==> src/rtl/rx_fill_defines.svh <==
`ifndef RX_FILL_DEFINES_SVH
`define RX_FILL_DEFINES_SVH
`define CMD_FIFO_RST      8'hCA
`define CMD_SYNC_BYTE     8'hCE
`define CMD_FIFO_READ     8'hB0
`define CMD_GEN_CFG       8'h80
`define FIFO_RST_POR      16'hCA80
`define SYNC_LOW_POR      8'hD4
`define SYNC_HIGH_FIXED   8'h2D
`define GEN_CFG_POR       8'h08
`define FIFO_STORE_EN_BIT 6
`define THR_MSB           7
`define THR_LSB           4
`define SYNC_LEN_BIT      3
`define START_COND_BIT    2
`define SYNC_FILL_BIT     1
`define RST_SENS_BIT      0
`define FIFO_DEPTH        16
`define BYTE_W            8
`endif

==> src/rtl/rx_fill_pkg.sv <==
package rx_fill_pkg;
  typedef struct packed {
    logic [3:0] fill_threshold;
    logic       sync_length_select;
    logic       fill_start_condition;
    logic       sync_fill_run;
    logic       reset_sensitivity_select;
  } fifo_cfg_t;
  typedef enum logic [2:0] {
    ST_IDLE   = 3'b001,
    ST_SEARCH = 3'b010,
    ST_FILL   = 3'b100
  } fill_state_t;
  typedef enum logic [3:0] {
    CMD_IDLE  = 4'b0001,
    CMD_HIGH  = 4'b0010,
    CMD_LOW   = 4'b0100,
    CMD_DONE  = 4'b1000
  } cmd_state_t;
endpackage

==> src/rtl/byte_fifo.sv <==
`timescale 1ns/1ps
module byte_fifo #(
  parameter int WIDTH = 8,
  parameter int DEPTH = 16
) (
  input  wire logic             clk,
  input  wire logic             rst_n,
  input  wire logic             flush,
  input  wire logic             in_valid,
  output logic                  in_ready,
  input  wire logic [WIDTH-1:0] in_data,
  output logic                  out_valid,
  input  wire logic             out_ready,
  output logic      [WIDTH-1:0] out_data
);
  localparam int AW = $clog2(DEPTH);
  logic [WIDTH-1:0] mem_q [DEPTH];
  logic [AW-1:0]    wr_q;
  logic [AW-1:0]    rd_q;
  logic [AW:0]      cnt_q;
  logic             push;
  logic             pop;

  assign in_ready  = (cnt_q != (AW+1)'(DEPTH));
  assign out_valid = (cnt_q != '0);
  assign push      = in_valid && in_ready;
  assign pop       = out_valid && out_ready;
  assign out_data  = mem_q[rd_q];

  always_ff @(posedge clk) begin
    if (push) begin
      mem_q[wr_q] <= in_data;
    end
  end

  always_ff @(posedge clk or negedge rst_n) begin
    if (!rst_n) begin
      wr_q  <= '0;
      rd_q  <= '0;
      cnt_q <= '0;
    end else if (flush) begin
      wr_q  <= '0;
      rd_q  <= '0;
      cnt_q <= '0;
    end else begin
      if (push) begin
        wr_q <= wr_q + 1'b1;
      end
      if (pop) begin
        rd_q <= rd_q + 1'b1;
      end
      cnt_q <= cnt_q + (AW+1)'(push) - (AW+1)'(pop);
    end
  end
endmodule // byte_fifo

==> src/rtl/rx_fifo_sync_fill_control.sv <==
`timescale 1ns/1ps
`include "rx_fill_defines.svh"
// Functional notes
// - command code 0xCA writes low byte here
// - count stored bits, interrupt at threshold
// - threshold is four bits, max fifteen
// - byte-long sync uses only low byte
// - word-long sync is 0x2D then low byte
// - low sync byte programmable, default 0xD4
// - start bit: free fill or sync gated
// - sync-fill bit starts fill; clear stops
// - bit 0 selects reset sensitivity
// - overflowing data is discarded
// - register presets to 0xCA80
// - store only while store enable set
// - host reads data as 8-bit bytes
module rx_fifo_sync_fill_control
  import rx_fill_pkg::*;
(
  input  wire logic CORE_CLK,
  input  wire logic RESETN,
  input  wire logic SCK,
  input  wire logic CS_N,
  input  wire logic SDI,
  output logic      SDO,
  output logic      SDO_OE,
  input  wire logic RX_BIT_CLK,
  input  wire logic RX_BIT_DATA,
  output logic      FIFO_READY_IRQ,
  output logic      SENSITIVE_RESET_EN,
  output logic      OVERRUN
);
  logic [2:0] sck_sync_q;
  logic [1:0] cs_sync_q;
  logic [1:0] sdi_sync_q;
  logic [2:0] rclk_sync_q;
  logic [1:0] rdat_sync_q;
  logic       sck_rise;
  logic       sck_fall;
  logic       rclk_rise;
  logic       cs_act;

  always_ff @(posedge CORE_CLK or negedge RESETN) begin
    if (!RESETN) begin
      sck_sync_q  <= 3'h0;
      cs_sync_q   <= 2'h3;
      sdi_sync_q  <= 2'h0;
      rclk_sync_q <= 3'h0;
      rdat_sync_q <= 2'h0;
    end else begin
      sck_sync_q  <= {sck_sync_q[1:0], SCK};
      cs_sync_q   <= {cs_sync_q[0], CS_N};
      sdi_sync_q  <= {sdi_sync_q[0], SDI};
      rclk_sync_q <= {rclk_sync_q[1:0], RX_BIT_CLK};
      rdat_sync_q <= {rdat_sync_q[0], RX_BIT_DATA};
    end
  end

  assign sck_rise  = sck_sync_q[1] && !sck_sync_q[2];
  assign sck_fall  = !sck_sync_q[1] && sck_sync_q[2];
  assign rclk_rise = rclk_sync_q[1] && !rclk_sync_q[2];
  assign cs_act    = !cs_sync_q[1];

  // ---- serial command port ----
  cmd_state_t  cmd_q;
  logic [4:0]  bitcnt_q;
  logic [15:0] shift_q;
  logic [7:0]  sdo_sh_q;
  logic        word_done;
  logic        rd_cmd;
  logic        fifo_pop;

  assign word_done = sck_rise && (bitcnt_q == 5'h0F);
  // read command recognized once the top byte has arrived
  assign rd_cmd = (bitcnt_q == 5'h08)
                  && (shift_q[7:0] == `CMD_FIFO_READ);

  always_ff @(posedge CORE_CLK or negedge RESETN) begin
    if (!RESETN) begin
      cmd_q    <= CMD_IDLE;
      bitcnt_q <= 5'h00;
      shift_q  <= 16'h0000;
    end else if (!cs_act) begin
      cmd_q    <= CMD_IDLE;
      bitcnt_q <= 5'h00;
    end else begin
      case (cmd_q)
        CMD_IDLE: begin
          cmd_q <= CMD_HIGH;
        end
        CMD_HIGH, CMD_LOW: begin
          if (sck_rise) begin
            shift_q  <= {shift_q[14:0], sdi_sync_q[1]};
            bitcnt_q <= bitcnt_q + 5'h01;
            if (bitcnt_q == 5'h07) begin
              cmd_q <= CMD_LOW;
            end
            if (word_done) begin
              cmd_q <= CMD_DONE;
            end
          end
        end
        CMD_DONE: begin
          cmd_q <= CMD_DONE;
        end
        default: begin
          cmd_q <= CMD_IDLE;
        end
      endcase
    end
  end

  logic       cmd_write;
  logic [7:0] cmd_code;
  logic [7:0] cmd_low;

  assign cmd_write = cs_act && word_done;
  assign cmd_code  = shift_q[14:7];
  assign cmd_low   = {shift_q[6:0], sdi_sync_q[1]};

  // ---- configuration registers ----
  fifo_cfg_t  cfg_q;
  logic [7:0] sync_low_q;
  logic [7:0] gen_cfg_q;
  logic       run_prev_q;
  logic       rearm;

  always_ff @(posedge CORE_CLK or negedge RESETN) begin
    if (!RESETN) begin
      cfg_q <= fifo_cfg_t'(8'(`FIFO_RST_POR));
    end else if (cmd_write && cmd_code == `CMD_FIFO_RST) begin
      cfg_q <= fifo_cfg_t'(cmd_low);
    end
  end

  always_ff @(posedge CORE_CLK or negedge RESETN) begin
    if (!RESETN) begin
      sync_low_q <= `SYNC_LOW_POR;
    end else if (cmd_write && cmd_code == `CMD_SYNC_BYTE) begin
      sync_low_q <= cmd_low;
    end
  end

  always_ff @(posedge CORE_CLK or negedge RESETN) begin
    if (!RESETN) begin
      gen_cfg_q <= `GEN_CFG_POR;
    end else if (cmd_write && cmd_code == `CMD_GEN_CFG) begin
      gen_cfg_q <= cmd_low;
    end
  end

  always_ff @(posedge CORE_CLK or negedge RESETN) begin
    if (!RESETN) begin
      run_prev_q <= 1'b0;
    end else begin
      run_prev_q <= cfg_q.sync_fill_run;
    end
  end

  assign rearm = cfg_q.sync_fill_run && !run_prev_q;

  // analog detector only consumes the sensitivity level
  always_ff @(posedge CORE_CLK or negedge RESETN) begin
    if (!RESETN) begin
      SENSITIVE_RESET_EN <= 1'b1;
    end else begin
      SENSITIVE_RESET_EN <= !cfg_q.reset_sensitivity_select;
    end
  end

  // ---- sync search and fill ----
  fill_state_t fill_q;
  logic [15:0] pat_q;
  logic [15:0] pat_next;
  logic        sync_hit;
  logic [2:0]  bpos_q;
  logic [7:0]  asm_q;
  logic [3:0]  fill_cnt_q;
  logic        byte_valid;
  logic        byte_ready;
  logic [7:0]  byte_data;
  logic        stopped;

  function automatic logic sync_match(input logic [15:0] p,
                                      input logic        len_byte,
                                      input logic [7:0]  low);
    if (len_byte) begin
      sync_match = (p[7:0] == low);
    end else begin
      sync_match = (p == {`SYNC_HIGH_FIXED, low});
    end
  endfunction

  assign pat_next = {pat_q[14:0], rdat_sync_q[1]};
  assign sync_hit = rclk_rise
                    && sync_match(pat_next, cfg_q.sync_length_select,
                                  sync_low_q);
  assign stopped  = !cfg_q.sync_fill_run;

  always_ff @(posedge CORE_CLK or negedge RESETN) begin
    if (!RESETN) begin
      pat_q <= 16'h0000;
    end else if (rearm) begin
      pat_q <= 16'h0000;
    end else if (rclk_rise) begin
      pat_q <= pat_next;
    end
  end

  always_ff @(posedge CORE_CLK or negedge RESETN) begin
    if (!RESETN) begin
      fill_q <= ST_IDLE;
    end else begin
      case (fill_q)
        ST_IDLE: begin
          if (cfg_q.sync_fill_run) begin
            fill_q <= cfg_q.fill_start_condition ? ST_FILL : ST_SEARCH;
          end
        end
        ST_SEARCH: begin
          if (stopped) begin
            fill_q <= ST_IDLE;
          end else if (cfg_q.fill_start_condition) begin
            fill_q <= ST_FILL;
          end else if (sync_hit) begin
            fill_q <= ST_FILL;
          end
        end
        ST_FILL: begin
          if (stopped) begin
            fill_q <= ST_IDLE;
          end
        end
        default: begin
          fill_q <= ST_IDLE;
        end
      endcase
    end
  end

  logic store_bit;
  assign store_bit = (fill_q == ST_FILL) && rclk_rise
                     && gen_cfg_q[`FIFO_STORE_EN_BIT];

  always_ff @(posedge CORE_CLK or negedge RESETN) begin
    if (!RESETN) begin
      bpos_q <= 3'h0;
      asm_q  <= 8'h00;
    end else if (stopped) begin
      bpos_q <= 3'h0;
    end else if (store_bit) begin
      asm_q  <= {asm_q[6:0], rdat_sync_q[1]};
      bpos_q <= bpos_q + 3'h1;
    end
  end

  assign byte_valid = store_bit && (bpos_q == 3'h7);
  assign byte_data  = {asm_q[6:0], rdat_sync_q[1]};

  always_ff @(posedge CORE_CLK or negedge RESETN) begin
    if (!RESETN) begin
      fill_cnt_q     <= 4'h0;
      FIFO_READY_IRQ <= 1'b0;
    end else if (stopped) begin
      fill_cnt_q     <= 4'h0;
      FIFO_READY_IRQ <= 1'b0;
    end else begin
      if (store_bit && fill_cnt_q != 4'hF) begin
        fill_cnt_q <= fill_cnt_q + 4'h1;
      end
      // five bits so a saturated count cannot wrap below the threshold
      if (store_bit && ({1'b0, fill_cnt_q} + 5'h01)
                       >= {1'b0, cfg_q.fill_threshold}) begin
        FIFO_READY_IRQ <= 1'b1;
      end else if (fifo_pop) begin
        FIFO_READY_IRQ <= 1'b0;
        fill_cnt_q     <= 4'h0;
      end
    end
  end

  // overrun is sticky until filling is stopped
  always_ff @(posedge CORE_CLK or negedge RESETN) begin
    if (!RESETN) begin
      OVERRUN <= 1'b0;
    end else if (byte_valid && !byte_ready) begin
      OVERRUN <= 1'b1;
    end else if (stopped) begin
      OVERRUN <= 1'b0;
    end
  end

  // ---- storage and read-out ----
  logic       out_valid;
  logic [7:0] out_data;

  byte_fifo #(
    .WIDTH (`BYTE_W),
    .DEPTH (`FIFO_DEPTH)
  ) u_fifo (
    .clk       (CORE_CLK),
    .rst_n     (RESETN),
    .flush     (rearm),
    .in_valid  (byte_valid),
    .in_ready  (byte_ready),
    .in_data   (byte_data),
    .out_valid (out_valid),
    .out_ready (fifo_pop),
    .out_data  (out_data)
  );

  assign fifo_pop = cs_act && sck_rise && rd_cmd && out_valid;

  always_ff @(posedge CORE_CLK or negedge RESETN) begin
    if (!RESETN) begin
      sdo_sh_q <= 8'h00;
      SDO      <= 1'b0;
      SDO_OE   <= 1'b0;
    end else begin
      SDO_OE <= cs_act;
      if (fifo_pop) begin
        sdo_sh_q <= out_data;
      end else if (sck_fall && bitcnt_q > 5'h08) begin
        sdo_sh_q <= {sdo_sh_q[6:0], 1'b0};
      end
      if (sck_fall) begin
        SDO <= sdo_sh_q[7];
      end
    end
  end
endmodule // rx_fifo_sync_fill_control

==> config.mk <==
export PLATFORM = sky130hd
export DESIGN_NAME = rx_fifo_sync_fill_control
export DESIGN_NICKNAME = d
export VERILOG_FILES = /design/src/rtl/rx_fill_pkg.sv /design/src/rtl/byte_fifo.sv /design/src/rtl/rx_fifo_sync_fill_control.sv
export VERILOG_INCLUDE_DIRS = /design/src /design/src/rtl
export SDC_FILE = /design/constraint.sdc
export NUM_CORES = 1
export LEC_CHECK = 0
export BUFFER_PORTS_ARGS = -buffer_cell sky130_fd_sc_hd__buf_2
export CAP_MARGIN = 20
export CORE_UTILIZATION = 45
export DETAILED_ROUTE_END_ITERATION = 8
export HOLD_SLACK_MARGIN = 0.06
export PLACE_DENSITY = 0.72
export SLEW_MARGIN = 20
export SYNTH_ARGS = -nofsm -noshare
export SYNTH_HDL_FRONTEND = slang
export SYNTH_SLANG_ARGS = --single-unit
==> constraint.sdc <==
create_clock -name CORE_CLK -period 3.42 [get_ports CORE_CLK]
set_clock_uncertainty 0.1 [all_clocks]
set_input_delay 0.171 -clock CORE_CLK [delete_from_list [all_inputs] [get_ports CORE_CLK]]
set_output_delay 0.171 -clock CORE_CLK [all_outputs]
set_load 0.05 [all_outputs]
==> results.yml, run 1 <==
status:
  status: "finished clean"
detailed_routing:
  initialDrtViolationCount: 491
  vias: 5523
  remaining_drc_errors: 0
  wl_um: 18400
  wl_per_cell_um: 18.4
  drtAntennaViolNets: 0
  dr.pass1.iters: 7
  vias_per_cell: 5.52
logic_synthesis:
  ys_ff_latch: 240
  yosys.area.top_type: "edfxtp_1"
  ys_seq_area_frac: 0.663
  syn_inst: 671
  avgSynthCellArea_um2: 15.0
  synth_top_area_share: 0.382
  synth_ff_type: "edfxtp_1"
  synth_edf_count: 128
  ys_async_sr_fraction: 0.467
  syn_nets: 700
  ys_types: 56
  yosys-top-cells-area: "edfxtp_1, dfrtp_1, mux4_2"
  yosys_warnings: 0
  syn_area_um2: 10000
sta:
  rsz0062_at_grt: "false"
  layout_setup_ws_ns: 0.403
  max_slew_margin: 0.320
  fin_tns_setup_ns: 0
  timing.final.crit_share: 0.882
  finalCriticalPeriod_ns: 3.02
  max_freq_mhz: 331
  slew_viol_final: 0
  finalHoldViolCount: 0
  setup_viol: 0
  tightestPinTransition_ns: 1.02
cells_and_area:
  syn_to_final_growth_pct: 12.6
  diodes: 0
  layout_commonest_cell: "edfxtp_1"
  drive_gt1_frac: 0.215
  finalNonFillerCells: 1000
  stdcell_area_um2: 11300
  final_nets: 732
  final_cell_mix: "edfxtp_1, dfrtp_1, nand2_1"
setup_path:
  worst_setup_path_end_kind: "flip-flop"
  path_cells: "inv_1 -> ha_1 -> nor4bb_2 -> nand4_1 -> nor2_1 -> ha_1 -> inv_1 -> ha_1 -> inv_1 -> fa_1 -> inv_1 -> a21oi_1 -> nor2_1 -> o21ai_0 -> a21oi_1"
  cp.required_ns: 3.75
  cpMostUsedCell: "inv_1"
  worst_ep_arrival_time_ns: 3.34
  crit_family: "adder cells"
  max_stage_delay_ns: 0.40
  start_kind: "flip-flop"
  r2r_setup_slack_ns: 0.40
  ff2ff_path_depth: 15
  worstSetupPathType: "flip-flop to flip-flop"
  path_max_fanout: 3
  cp_slowest_cell: "fa_1"
  r2r_end: "u_fifo.cnt_q[4]"
  reg2reg_from: "bitcnt_q[0]"
  path_buf_inv: 4
global_routing:
  grt_pass1_wl_um: 29800
  grt_max_degree: 66
  grt_pass1_vias: 5678
  antenna_found_initial: 0
  grt-ovfl-total: 0
  grt_usage: 0.168
placement:
  dpl-instance-area_um2: 10500
  gp_congestion: 0.747
  post-place-ws_ns: 0.314
  dp_hpwl_um: 12100
  placed_cells: 951
  io_buffer_count: 11
power:
  vdd_drop_max_mv: 0.373
  leakagePower_nw: 3.93
  powerDensity_nw_per_um2: 506
clocking:
  cts_made_buffers: 24
  cts_tree: "yes"
  clock-sinks: 240
  clk_pin_slew_worst_paths_ns: 0.06
  cts_buffer_depth: 3
  clk_latency_ns: 0.52
  cts.htree.levels: 1
  cts-root-buf: "clkbuf_16"
  postCtsSetupBuffers: 0
hold_path:
  hp-class: "input port to asynchronous set/reset pin"
floorplan:
  rows: 54
  core_um2: 21900
  die_h_um: 151
  start_util: 0.459
  io_pins: 12
  floorplan.die_area_um2: 22900
  die_x_um: 151
job:
  drv_cap: 0
[worst register-to-register path: cells and delay by family (launching register included)]
kind | cells | cell delay, ns
adder cells (fa/ha/maj) | 4 | 0.98
AO/OA/AOI/OAI | 3 | 0.31
AND/OR/NAND/NOR | 4 | 0.87
flip-flops | 1 | 0.39
buffers and inverters | 4 | 0.31
[per-layer routing]
metal	global-route usage	wire, um	vias to the layer above
met4	0.0340	225	0
li1	-	-	2536
met1	0.237	8240	2866
met2	0.280	9230	102
met5	0	0	-
met3	0.0226	710	19
[kinds of logic (layout without fill, tap and decap cells)]
family / Yosys count / in the layout / synth area share
adder cells (fa/ha/maj): 22 / 22 / 0.0281
buffers and inverters: 52 / 101 / 0.0210
AO/OA/AOI/OAI: 76 / 76 / 0.0438
XOR/XNOR: 25 / 25 / 0.0218
multiplexers: 93 / 93 / 0.138
flip-flops: 240 / 240 / 0.663
AND/OR/NAND/NOR: 163 / 163 / 0.0848
[Yosys cell counts, types with 9 or more instances]
cell type,number
ha_1,21
dfstp_2,10
mux2_2,43
buf_2,9
a21oi_1,31
clkbuf_1,13
o211ai_1,11
dfrtp_1,102
nand2_1,54
edfxtp_1,128
nand3_1,10
mux4_2,32
inv_1,24
xnor2_1,17
nor2_1,35
o21ai_0,22
mux2i_1,18
nor3_1,10
[worst max-delay path by stage]
stage / to / slack (ns) / cells past startpoint / start
after floorplan: u_fifo.cnt_q[4] / 0.33 / 16 / u_fifo.cnt_q[3]
after global placement: u_fifo.cnt_q[4] / 0.46 / 15 / bitcnt_q[0]
after detailed placement: u_fifo.cnt_q[4] / 0.31 / 15 / bitcnt_q[0]
after CTS: u_fifo.cnt_q[4] / 0.30 / 15 / bitcnt_q[0]
after global routing: u_fifo.cnt_q[4] / 0.10 / 15 / bitcnt_q[0]
final: u_fifo.cnt_q[4] / 0.40 / 15 / bitcnt_q[0]
[registers in the layout (all words and copies together) (netlist names), 2 cells and up]
| signal | count |
|---|---|
| asm_q | 7 |
| bitcnt_q | 5 |
| bpos_q | 3 |
| cfg_q | 8 |
| cmd_q | 4 |
| cs_sync_q | 2 |
| fill_cnt_q | 4 |
| fill_q | 3 |
| pat_q | 15 |
| rclk_sync_q | 3 |
| rdat_sync_q | 2 |
| sck_sync_q | 3 |
| sdi_sync_q | 2 |
| sdo_sh_q | 8 |
| shift_q | 15 |
| sync_low_q | 8 |
| u_fifo.cnt_q | 5 |
| u_fifo.mem_q | 128 |
| u_fifo.rd_q | 4 |
| u_fifo.wr_q | 4 |
[per-stage QoR]
stage	hold slack (ns)	utilization	power, mW
2_1_floorplan	-0.225	-	3.25
3_3_place_gp	0.177	0.480	3.30
3_5_place_dp	0.180	0.480	3.31
4_1_cts	0.196	0.516	5.76
5_1_grt	0.195	0.517	5.90
6_report	0.198	0.517	5.73
[layout make-up]
cell class                      instances  area [um^2]
Tap cell                              280          350
Multi-Input combinational cell        379         3190
Fill cell                            1752        10600
Timing Repair Buffer                   33          275
Clock inverter                         13          101
Clock buffer                           30          643
Sequential cell                       240         6660
Inverter                               25         93.8
[repair_timing]
action | in CTS | in global routing
setup endpoints to repair | 0 | 1
gates resized for setup | 0 | 1
hold buffers | 6 | 0
hold endpoints to repair | 64 | 0
[power breakdown]
group | leakage, nW | switching (mW) | internal (mW)
logic | 1.16 | 0.0717 | 0.0593
registers | 2.41 | 0.0527 | 3.08
clock network | 0.364 | 1.05 | 1.41
Note: power is estimated with default switching activity, not from simulation.
==> inputs of run 2 (changes only) <==
Settings changed: REMOVE_ABC_BUFFERS set to 1, SYNTH_HIERARCHICAL set to 1.
==> results.yml, run 2 <==
status:
  status: "finished clean"
hold_path:
  whs_path_depth: 2
  hp-class: "input port to flip-flop"
clocking:
  clk_pin_slew_worst_paths_ns: 0.06
  clock-sinks: 240
  cts-root-buf: "clkbuf_16"
  cts.htree.levels: 1
  cts_made_buffers: 24
  cts_buffer_depth: 3
  cts_tree: "yes"
  clk_latency_ns: 0.52
setup_path:
  crit_family: "adder cells"
  ff2ff_path_depth: 16
  path_depth: 16
  path_max_fanout: 5
  worst_setup_path_end_kind: "flip-flop"
  cpMostUsedCell: "inv_1"
  cp_slowest_cell: "or4b_4"
  path_cells: "inv_1 -> ha_1 -> or4b_4 -> nand3_2 -> nor4_4 -> nand2_1 -> inv_1 -> ha_1 -> inv_1 -> ha_1 -> inv_1 -> fa_1 -> nor2b_2 -> o21bai_1 -> a21oi_1 -> nor3b_2"
  path_buf_inv: 4
  worstSetupPathType: "flip-flop to flip-flop"
  cp.required_ns: 3.72
  start_kind: "flip-flop"
  max_stage_delay_ns: 0.51
  worst_ep_arrival_time_ns: 3.55
detailed_routing:
  vias: 5748
  dr.pass1.iters: 5
  initialDrtViolationCount: 475
  wl_um: 19600
  drtAntennaViolNets: 0
  vias_per_cell: 5.59
  wl_per_cell_um: 19.0
  remaining_drc_errors: 0
sta:
  layout_setup_ws_ns: 0.170
  max_freq_mhz: 308
  tightestPinTransition_ns: 0.818
  max_slew_margin: 0.455
  slew_viol_final: 0
  finalHoldViolCount: 0
  finalCriticalPeriod_ns: 3.25
  fin_tns_setup_ns: 0
  rsz0062_at_grt: "false"
  timing.final.crit_share: 0.950
  setup_viol: 0
logic_synthesis:
  yosys-top-cells-area: "edfxtp_1, dfrtp_1, mux4_2"
  ys_seq_area_frac: 0.654
  synthTopCellsByCount: "edfxtp_1, dfrtp_1, nand2_1, mux2i_1, inv_1"
  syn_area_um2: 10200
  syn_inst: 698
  ys_ff_latch: 240
  ys_types: 67
  avgSynthCellArea_um2: 14.6
  post-synth-top-count-cell: "edfxtp_1"
  yosys.area.top_type: "edfxtp_1"
  ys_async_sr_fraction: 0.467
  yosys_warnings: 6
  synth_ff_type: "edfxtp_1"
  synth_top_area_share: 0.378
  synth_edf_count: 128
floorplan:
  start_util: 0.462
  floorplan.die_area_um2: 23200
  core_um2: 22000
  rows: 54
  io_pins: 12
  die_x_um: 152
  die_h_um: 152
cells_and_area:
  final_cell_mix: "edfxtp_1, dfrtp_1, nand2_1"
  finalNonFillerCells: 1029
  drive_gt1_frac: 0.203
  stdcell_area_um2: 11400
  final_nets: 760
  diodes: 0
  reg_top3: "u_fifo/mem_q x128, pat_q x15, shift_q x15"
  largest_register_ffs: 128
  fillers: 1819
  syn_to_final_growth_pct: 11.7
  layout_commonest_cell: "edfxtp_1"
  largest_register: "u_fifo/mem_q"
power:
  vdd_drop_max_mv: 0.353
  powerDensity_nw_per_um2: 505
  leakagePower_nw: 4.19
  power_mw: 5.75
global_routing:
  grt_pass1_vias: 5782
  grt_usage: 0.172
  grt_max_degree: 68
  grt_pass1_wl_um: 31500
  antenna_found_initial: 0
  grt-ovfl-total: 0
placement:
  dpl-instance-area_um2: 10500
  post-place-ws_ns: 0.177
  io_buffer_count: 11
  dp_hpwl_um: 12400
  placed_cells: 979
  gp_congestion: 0.780
job:
  drv_cap: 0
-- run 2: path summary, 6_finish.rpt --
kind | slack, ns | start | endpoint
setup / recovery | 0.17 | u_fifo/cnt_q[3] | u_fifo/cnt_q[4]
max in group asynchronous | 2.14 | RESETN | sync_low_q[7]
setup reg to reg | 0.17 | u_fifo/cnt_q[3] | u_fifo/cnt_q[4]
min in group asynchronous | 0.20 | RESETN | cfg_q[4]
hold reg to reg | 0.25 | rdat_sync_q[0] | rdat_sync_q[1]
hold / removal | 0.19 | SDI | sdi_sync_q[0]
-- run 2: stage by stage --
step	hold WS, ns	utilization
2_1_floorplan	-0.225	-
3_3_place_gp	0.176	0.479
3_5_place_dp	0.180	0.479
4_1_cts	0.171	0.515
5_1_grt	0.187	0.516
6_report	0.185	0.516
-- run 2: routing by layer --
| layer | up-vias | global-route usage | wire length [um] | part of all wire |
|---|---|---|---|---|
| met3 | 33 | 0.0279 | 961 | 0.049 |
| met4 | 0 | 0.0553 | 442 | 0.023 |
| li1 | 2652 | - | - | - |
| met1 | 2912 | 0.231 | 8620 | 0.44 |
| met5 | - | 0 | 0 | 0 |
| met2 | 151 | 0.287 | 9550 | 0.49 |
-- run 2: logic make-up (layout without fill, tap and decap cells) --
group,count (synthesis),after routing,synth area share
XOR/XNOR,22,22,0.0189
multiplexers,84,84,0.109
AND/OR/NAND/NOR,167,167,0.0890
buffers and inverters,60,111,0.0317
flip-flops,240,240,0.654
adder cells (fa/ha/maj),22,22,0.0278
AO/OA/AOI/OAI,103,103,0.0692
-- run 2: power by group --
| part | total [mW] | switching [mW] | internal [mW] | leakage, nW |
|---|---|---|---|---|
| registers | 3.13 | 0.0501 | 3.08 | 2.41 |
| clock network | 2.49 | 1.05 | 1.43 | 0.367 |
| logic | 0.127 | 0.0714 | 0.0560 | 1.42 |
-- run 2: layout make-up --
| type | count | area [um^2] | area share |
|---|---|---|---|
| clock buffer | 39 | 718 | 0.0632 |
| clock inverter | 5 | 28.8 | 0.00253 |
| inverter | 30 | 113 | 0.00991 |
| multi-input combinational | 398 | 3220 | 0.283 |
| sequential | 240 | 6660 | 0.586 |
| tap | 280 | 350 | 0.0308 |
| timing repair buffer | 37 | 280 | 0.0247 |
-- run 2: what timing repair did --
item	CTS	global route
setup endpoints to repair	0	1
hold endpoints to repair	62	0
hold buffers	6	0
buffers inserted	0	0
resized for setup	0	4
